File: config.mk
export PLATFORM = sky130hd
export DESIGN_NAME = gis_global_status
export DESIGN_NICKNAME = d
export VERILOG_FILES = /design/src/gis_pkg.sv /design/src/gis_global_status.sv
export SDC_FILE = /design/constraint.sdc
export NUM_CORES = 1
export LEC_CHECK = 0
export ABC_AREA = 1
export BUFFER_PORTS_ARGS = -buffer_cell sky130_fd_sc_hd__clkbuf_2
export CORE_UTILIZATION = 59
export CTS_BUF_LIST = sky130_fd_sc_hd__clkbuf_16
export DETAILED_ROUTE_END_ITERATION = 12
export GPL_TIMING_DRIVEN = 1
export HOLD_SLACK_MARGIN = 0.05
export PLACE_DENSITY = 0.83
export REMOVE_ABC_BUFFERS = 1
export SETUP_SLACK_MARGIN = 0.2
export SLEW_MARGIN = 5
export SYNTH_ARGS = -nofsm -noshare
export SYNTH_HDL_FRONTEND = slang
export SYNTH_SLANG_ARGS = --single-unit
File: constraint.sdc
create_clock -name i_clock -period 3.3 [get_ports i_clock]
set_input_delay 0.495 -clock i_clock [delete_from_list [all_inputs] [get_ports i_clock]]
set_output_delay 0.495 -clock i_clock [all_outputs]
set_load 0.1 [all_outputs]
File: src/gis_pkg.sv
// constants and register map of the global status and interrupt block
package gis_pkg;

  localparam int GIS_ADDR_W = 10;
  localparam int GIS_DATA_W = 16;

  localparam logic [9:0] GIS_OFS_SUMMARY = 10'h010;
  localparam logic [9:0] GIS_OFS_SUMMARY_EN = 10'h012;
  localparam logic [9:0] GIS_OFS_LIVE = 10'h014;
  localparam logic [9:0] GIS_OFS_LATCHED = 10'h016;
  localparam logic [9:0] GIS_OFS_STATUS_EN = 10'h018;
  localparam logic [9:0] GIS_OFS_PIN_LEVEL = 10'h01c;

  // summary and summary enable fields
  localparam int GIS_BIT_GLOBAL_SUMMARY = 0;
  localparam int GIS_BIT_PORT_SUMMARY = 4;

  // live status fields
  localparam int GIS_BIT_UPDATE_DONE = 0;
  localparam int GIS_BIT_ADAPTER_UNLOCK = 1;

  // latched status fields
  localparam int GIS_BIT_LAT_UPDATE = 0;
  localparam int GIS_BIT_LAT_UNLOCK = 1;
  localparam int GIS_BIT_LAT_SECOND = 2;
  localparam int GIS_BIT_LAT_ADAPTER_REF_CLOCK = 3;
  localparam int GIS_BIT_LAT_REF8K = 4;
  localparam int GIS_LAT_W = 5;
  localparam int GIS_SRC_EN_W = 3;

  localparam logic [15:0] GIS_RST_ENABLE = 16'h0000;
  localparam logic [15:0] GIS_RST_RDATA = 16'h0000;

  // general-purpose pin select codes
  localparam logic [1:0] GIS_PIN_INPUT = 2'h0;
  localparam logic [1:0] GIS_PIN_STATUS = 2'h1;
  localparam logic [1:0] GIS_PIN_LOW = 2'h2;
  localparam logic [1:0] GIS_PIN_HIGH = 2'h3;

  // index of each pin-side input inside the synchroniser vector
  localparam int GIS_PIN_N = 8;
  localparam int GIS_PIN_REF8K = 3;
  localparam int GIS_SYNC_UNLOCK = 8;
  localparam int GIS_SYNC_ADAPTER_REF_CLOCK = 9;
  localparam int GIS_SYNC_W = 10;

  localparam longint GIS_CLOCK_PERIOD_PS = 8000;
  localparam longint GIS_ONE_SECOND_PS = 64'h0000_00e8_d4a5_1000;
  localparam longint GIS_ONE_SECOND_CYCLES = GIS_ONE_SECOND_PS / GIS_CLOCK_PERIOD_PS;
  localparam int GIS_SEC_CNT_W = 27;

endpackage : gis_pkg

File: src/gis_global_status.sv
// global status latching, interrupt aggregation and general-purpose pin logic
//
// Function
// - pin 1 select 01 drives port status, 10 drives low, 11 drives high.
// - port summary bit 4 is set while any port interrupt status bit is set.
// - interrupt pin low while port summary set and its enable is 1.
// - global summary bit 0 set when an enabled latched global bit is set.
// - interrupt pin low while global summary set and global summary enable is 1.
// - live bit 1 reports clock adapter loss of lock.
// - live bit 0 is AND of update-done flags of globally updated ports and the global update request.
// - latched bit 4 catches 8 kHz activity on pin 4, only when selected.
// - latched bit 3 catches activity on the adapter reference clock.
// - latched bit 2 is set once every second.
// - latched unlock and update bits set only on rising live status.
// - latched bits 0..2 with their enable set raise the global summary.
// - second and update bits reach the pin only with both enables set.
// - interrupt enables: 0 disabled, 1 enabled, reset to 0.
// - read register bits 7..0 return levels of pins 8..1.
`timescale 1ns/10ps
module gis_global_status
  import gis_pkg::*;
#(
  parameter longint ONE_SECOND_CYCLES = GIS_ONE_SECOND_CYCLES
) (
  input wire logic i_clock,
  input wire logic i_rst,
  input wire logic [GIS_ADDR_W-1:0] i_addr,
  input wire logic [GIS_DATA_W-1:0] i_wdata,
  input wire logic i_wr,
  input wire logic i_rd,
  output logic [GIS_DATA_W-1:0] o_rdata,
  input wire logic [GIS_DATA_W-1:0] i_port_irq_status,
  input wire logic i_port_update_done,
  input wire logic i_monitor_update_mode,
  input wire logic i_global_monitor_update_request,
  input wire logic i_adapter_unlock,
  input wire logic i_adapter_ref_clock,
  input wire logic i_ref8k_input_select,
  input wire logic [1:0] i_pin1_select,
  input wire logic i_port_status_pin,
  input wire logic [GIS_PIN_N-1:0] i_pin_level,
  output logic o_pin1_out,
  output logic o_pin1_oe,
  output logic o_irq_n
);

  ////////////////////////////////////////////////////////////////////////////
  // pin-side synchronisers: a change counts once stages two and three agree

  logic [GIS_SYNC_W-1:0] sync_in;
  logic [GIS_SYNC_W-1:0] sync1_r;
  logic [GIS_SYNC_W-1:0] sync2_r;
  logic [GIS_SYNC_W-1:0] sync3_r;
  logic [GIS_SYNC_W-1:0] filt_r;
  logic [GIS_SYNC_W-1:0] filt_prev_r;
  logic [GIS_SYNC_W-1:0] filt_nxt;
  logic [GIS_SYNC_W-1:0] toggled;

  assign sync_in = {i_adapter_ref_clock, i_adapter_unlock, i_pin_level};
  assign filt_nxt = (sync2_r & ~(sync2_r ^ sync3_r)) | (filt_r & (sync2_r ^ sync3_r));
  assign toggled = filt_r ^ filt_prev_r;

  always_ff @(posedge i_clock) begin
    if (i_rst) begin
      sync1_r <= '0;
      sync2_r <= '0;
      sync3_r <= '0;
      filt_r <= '0;
      filt_prev_r <= '0;
    end else begin
      sync1_r <= sync_in;
      sync2_r <= sync1_r;
      sync3_r <= sync2_r;
      filt_r <= filt_nxt;
      filt_prev_r <= filt_r;
    end
  end

  ////////////////////////////////////////////////////////////////////////////
  // live status

  logic unlock_live;
  logic update_done_live;
  logic unlock_prev_r;
  logic update_prev_r;

  assign unlock_live = filt_r[GIS_SYNC_UNLOCK];
  // a port left in port mode does not hold the AND low; request low reads 0
  assign update_done_live = i_global_monitor_update_request &
                            (i_port_update_done | ~i_monitor_update_mode);

  always_ff @(posedge i_clock) begin
    if (i_rst) begin
      unlock_prev_r <= 1'h0;
      update_prev_r <= 1'h0;
    end else begin
      unlock_prev_r <= unlock_live;
      update_prev_r <= update_done_live;
    end
  end

  ////////////////////////////////////////////////////////////////////////////
  // one-second reference

  logic [GIS_SEC_CNT_W-1:0] sec_cnt_r;
  logic sec_tick;

  assign sec_tick = (sec_cnt_r == GIS_SEC_CNT_W'(ONE_SECOND_CYCLES - 1));

  always_ff @(posedge i_clock) begin
    if (i_rst || sec_tick) begin
      sec_cnt_r <= '0;
    end else begin
      sec_cnt_r <= sec_cnt_r + 1'h1;
    end
  end

  ////////////////////////////////////////////////////////////////////////////
  // register writes

  logic wr_summary_en;
  logic wr_status_en;
  logic wr_latched;

  assign wr_summary_en = i_wr && (i_addr == GIS_OFS_SUMMARY_EN);
  assign wr_status_en = i_wr && (i_addr == GIS_OFS_STATUS_EN);
  assign wr_latched = i_wr && (i_addr == GIS_OFS_LATCHED);

  logic port_summary_enable_r;
  logic global_summary_enable_r;
  logic [GIS_SRC_EN_W-1:0] src_enable_r;

  always_ff @(posedge i_clock) begin
    if (i_rst) begin
      port_summary_enable_r <= GIS_RST_ENABLE[GIS_BIT_PORT_SUMMARY];
      global_summary_enable_r <= GIS_RST_ENABLE[GIS_BIT_GLOBAL_SUMMARY];
    end else if (wr_summary_en) begin
      port_summary_enable_r <= i_wdata[GIS_BIT_PORT_SUMMARY];
      global_summary_enable_r <= i_wdata[GIS_BIT_GLOBAL_SUMMARY];
    end
  end

  always_ff @(posedge i_clock) begin
    if (i_rst) begin
      src_enable_r <= GIS_RST_ENABLE[GIS_SRC_EN_W-1:0];
    end else if (wr_status_en) begin
      src_enable_r <= i_wdata[GIS_SRC_EN_W-1:0];
    end
  end

  ////////////////////////////////////////////////////////////////////////////
  // latched status: write one to clear, a set in the same cycle wins

  logic [GIS_LAT_W-1:0] latched_r;
  logic [GIS_LAT_W-1:0] latched_set;
  logic [GIS_LAT_W-1:0] latched_clr;

  always_comb begin
    latched_set = '0;
    latched_set[GIS_BIT_LAT_UPDATE] = update_done_live & ~update_prev_r;
    latched_set[GIS_BIT_LAT_UNLOCK] = unlock_live & ~unlock_prev_r;
    latched_set[GIS_BIT_LAT_SECOND] = sec_tick;
    latched_set[GIS_BIT_LAT_ADAPTER_REF_CLOCK] = toggled[GIS_SYNC_ADAPTER_REF_CLOCK];
    latched_set[GIS_BIT_LAT_REF8K] = toggled[GIS_PIN_REF8K] & i_ref8k_input_select;
  end

  assign latched_clr = wr_latched ? i_wdata[GIS_LAT_W-1:0] : '0;

  always_ff @(posedge i_clock) begin
    if (i_rst) begin
      latched_r <= '0;
    end else begin
      latched_r <= (latched_r & ~latched_clr) | latched_set;
    end
  end

  ////////////////////////////////////////////////////////////////////////////
  // summary and interrupt pin

  logic port_summary_flag;
  logic global_summary_flag;

  assign port_summary_flag = |i_port_irq_status;
  // only bits 0..2 have enables, so activity bits never interrupt
  assign global_summary_flag = |(latched_r[GIS_SRC_EN_W-1:0] & src_enable_r);

  always_ff @(posedge i_clock) begin
    if (i_rst) begin
      o_irq_n <= 1'h1;
    end else begin
      o_irq_n <= ~((port_summary_flag & port_summary_enable_r) |
                   (global_summary_flag & global_summary_enable_r));
    end
  end

  ////////////////////////////////////////////////////////////////////////////
  // general-purpose pin 1 drive

  always_ff @(posedge i_clock) begin
    if (i_rst) begin
      o_pin1_out <= 1'h0;
      o_pin1_oe <= 1'h0;
    end else begin
      case (i_pin1_select)
        GIS_PIN_STATUS: begin
          o_pin1_out <= i_port_status_pin;
          o_pin1_oe <= 1'h1;
        end
        GIS_PIN_LOW: begin
          o_pin1_out <= 1'h0;
          o_pin1_oe <= 1'h1;
        end
        GIS_PIN_HIGH: begin
          o_pin1_out <= 1'h1;
          o_pin1_oe <= 1'h1;
        end
        default: begin
          o_pin1_out <= 1'h0;
          o_pin1_oe <= 1'h0;
        end
      endcase
    end
  end

  ////////////////////////////////////////////////////////////////////////////
  // register reads, one cycle after the strobe

  logic [GIS_DATA_W-1:0] rdata_nxt;

  always_comb begin
    rdata_nxt = GIS_RST_RDATA;
    case (i_addr)
      GIS_OFS_SUMMARY: begin
        rdata_nxt[GIS_BIT_PORT_SUMMARY] = port_summary_flag;
        rdata_nxt[GIS_BIT_GLOBAL_SUMMARY] = global_summary_flag;
      end
      GIS_OFS_SUMMARY_EN: begin
        rdata_nxt[GIS_BIT_PORT_SUMMARY] = port_summary_enable_r;
        rdata_nxt[GIS_BIT_GLOBAL_SUMMARY] = global_summary_enable_r;
      end
      GIS_OFS_LIVE: begin
        rdata_nxt[GIS_BIT_ADAPTER_UNLOCK] = unlock_live;
        rdata_nxt[GIS_BIT_UPDATE_DONE] = update_done_live;
      end
      GIS_OFS_LATCHED: begin
        rdata_nxt[GIS_LAT_W-1:0] = latched_r;
      end
      GIS_OFS_STATUS_EN: begin
        rdata_nxt[GIS_SRC_EN_W-1:0] = src_enable_r;
      end
      GIS_OFS_PIN_LEVEL: begin
        rdata_nxt[GIS_PIN_N-1:0] = filt_r[GIS_PIN_N-1:0];
      end
      default: begin
        rdata_nxt = GIS_RST_RDATA;
      end
    endcase
  end

  always_ff @(posedge i_clock) begin
    if (i_rst) begin
      o_rdata <= GIS_RST_RDATA;
    end else if (i_rd) begin
      o_rdata <= rdata_nxt;
    end
  end
endmodule : gis_global_status

==> impl_metrics.ini <==
[placed_design]
port_buffers = 62
dp_hpwl_um = 5430
gp_congestion = 0.907

[grt]
grt.met1_usage = 0.287
grt_use_total = 0.244
grt.busiest_layer = met2
grt_use_met3 = 0.0534
grt_pass1_vias = 3273
grt_pass1_wl_um = 13800
antenna_found_initial = 0
use_met2 = 0.432
grt_max_degree = 44
grt_overflow = 0

[drt]
vias_per_cell = 5.06
drt_iter0_drc = 211
wl_per_cell_um = 11.7
route.detailed.drc = 18
first_pass_iters = 9
vias = 3509
totalWireLength_um = 8110
antenna_left = 0

[timing]
max_freq_mhz = 522
period_minus_slack_ps = 1920
relSlewSlack = 0.619
setup_viol = 0
rsz0062_at_grt = no
hold_ws_ps = 327
worst_pin_slew_ps = 569
setup_tns_ps = 0
finalHoldViolations = 0
fin_crit_sh = 0.580
drv_slew = 0
finClkSkew_ps = 7.88

[die]
io_pins = 82
die-width_um = 84.1
core.rowCount = 29
core_um2 = 6420
die_h_um = 84.1
die_area_um2 = 7070
start_util = 0.619

[cts]
holdBufCountCts = 0
htree_levels = 3
clk_pin_slew_ps = 70
cts_tree = done
clock_latency_ps = 350
clockBufferDepth = 2
cts_resized = 0
clock-sinks = 92
cts_setup_buffers = 0
cts_made_buffers = 9
root_buffer = clkbuf_16

[yosys]
synthSimpleGateAreaFrac = 0.300
ys_warn_count = 0
ys_seq_area_frac = 0.463
synth_top_family_by_area = simple AND/OR/NAND/NOR gates
synth_xor_area_frac = 0.0176
synth_area_um2 = 3980
synth_ff_type = dfxtp_1
synth_cells = 548
yosys.cell_types.count = 31
synth_compound_area_frac = 0.102
async_reset_ff_frac = 0
synthAdderAreaFrac = 0.00315
syn_area_per_cell_um2 = 7.26
ys_ff_latch = 92
synth_edf_count = 0
synthMuxAreaShare = 0

[power]
vdd_drop_max_uv = 437
p_seq_frac = 0.485
switching_share = 0.271
power_density_nw_per_um2 = 510
switchingPower_uw = 639
p_leak_nw = 1.99
power_frac_clock = 0.437
internal-power_mw = 1.72
comb_power_share = 0.077

[critical_path]
reg2reg_setup_slack_ps = 1380
crit_buf_inv = 1
worstPathCellList = ha_1, nand2_2, inv_1, nand3_1, nor2_1, nand3_1, nand2_2, a21oi_1
slowest_delay_ps = 470
path_max_fanout = 27
required_ps = 3500
criticalPathCategory = flop to flop
critPathLaunchType = flop
worstSetupEndpointType = flop
crit_slowest_cell = nand2_2
cp.arrival_ps = 2120
path_delay_family = simple AND/OR/NAND/NOR gates

[cells_and_area]
drive_gt1_frac = 0.178
antenna_cells = 0
layout.nets = 676
synthToLayoutAreaGrowth_pct = 16.4
seq_area_um2 = 1840
fillers = 501
multi_input_area_um2 = 1710

[run_status]
violations = design-rule violations
status = finished, violations left

[flow_run]
maxCapViolCount = 0

[worst_hold_path]
hp-class = primary input to flop
==> routing by layer <==
layer  up-vias  wire [um]
li1       1820          -
met1      1562       3590
met2       111       3830
met3        16        525
met4         0        166
met5         -          0
==> power by group through the flow <==
stage / registers, mW / clock network, mW / logic, mW
final: 1.15 / 1.03 / 0.183
after global routing: 1.15 / 1.09 / 0.200
after CTS: 1.15 / 1.04 / 0.183
after detailed placement: 1.17 / 0 / 0.181
after global placement: 1.17 / 0 / 0.178
after floorplan: 1.21 / 0 / 0.0864
==> tightest hold or removal path, stage by stage <==
cell	delay, ps
clkbuf_2	80
inv_1	40
nor2_1	30
==> cells by family (layout without fill, tap and decap cells) <==
family | Yosys count | in the layout
buf+inv | 108 | 170
fa+ha+maj | 1 | 1
other cells | 1 | 8
xor+xnor | 8 | 8
simple gates | 260 | 260
compound gates | 78 | 78
flops | 92 | 92
==> worst paths after layout <==
check	from	to	cells past startpoint
max reg2reg	sec_cnt_r[0]$_SDFF_PP0_	sec_cnt_r[8]$_SDFF_PP0_	8
max	sec_cnt_r[0]$_SDFF_PP0_	sec_cnt_r[8]$_SDFF_PP0_	8
min reg2reg	sync1_r[3]$_SDFF_PP0_	sync2_r[3]$_SDFF_PP0_	2
min	i_pin_level[4]	sync1_r[4]$_SDFF_PP0_	3
==> area by class of cell <==
type	count	area share
tap	77	0.0208
multi-input combinational	355	0.370
clock inverter	7	0.0197
clock buffer	9	0.0486
inverter	90	0.0730
timing repair buffer	64	0.0703
sequential	92	0.398
==> cells in the mapped netlist, types with 5 or more instances <==
master | instances | share of area
nor2_1 | 96 | 0.091
nand3_1 | 29 | 0.036
a21oi_1 | 43 | 0.054
dfxtp_1 | 92 | 0.46
nand2_2 | 6 | 0.0094
o21ai_0 | 30 | 0.038
nand2_1 | 86 | 0.081
nand4_1 | 6 | 0.0094
clkbuf_1 | 8 | 0.0075
nor2_4 | 7 | 0.020
inv_1 | 85 | 0.080
buf_4 | 8 | 0.015
nor3_1 | 15 | 0.019
inv_2 | 5 | 0.0047
==> cell usage in the layout, fill, tap and decap left out <==
cell / n
conb_1: 8
buf_4: 2
nor3_1: 15
clkinv_8: 4
nand3_1: 29
xnor2_1: 4
nor2_2: 3
or2_2: 1
xor2_1: 4
a22o_1: 1
nor2_1: 96
inv_1: 85
nor3_4: 2
o211ai_1: 2
ha_1: 1
o21ai_0: 30
nand2_2: 6
dfxtp_1: 92
nor4_1: 1
clkinv_4: 1
a21oi_2: 1
inv_6: 2
clkbuf_16: 9
nand3_2: 1
a21oi_1: 43
nand4_1: 6
nand2_4: 3
inv_2: 5
nor3_2: 1
nor2_4: 7
o31ai_1: 1
clkbuf_2: 62
nand2_1: 86
or2_0: 3
==> through the flow <==
| stage | area (um2) | setup WS, ps | utilization | instances | total power, mW |
|---|---|---|---|---|---|
| 2_1_floorplan | 3890 | 1780 | - | 537 | 1.29 |
| 3_3_place_gp | 4310 | 1510 | 0.672 | 678 | 1.35 |
| 3_5_place_dp | 4310 | 1390 | 0.672 | 678 | 1.35 |
| 4_1_cts | 4630 | 1360 | 0.721 | 694 | 2.37 |
| 5_1_grt | 4630 | 1210 | 0.721 | 694 | 2.44 |
| 6_report | 4630 | 1380 | 0.721 | 694 | 2.36 |
Power figures use the tool's default switching activity.
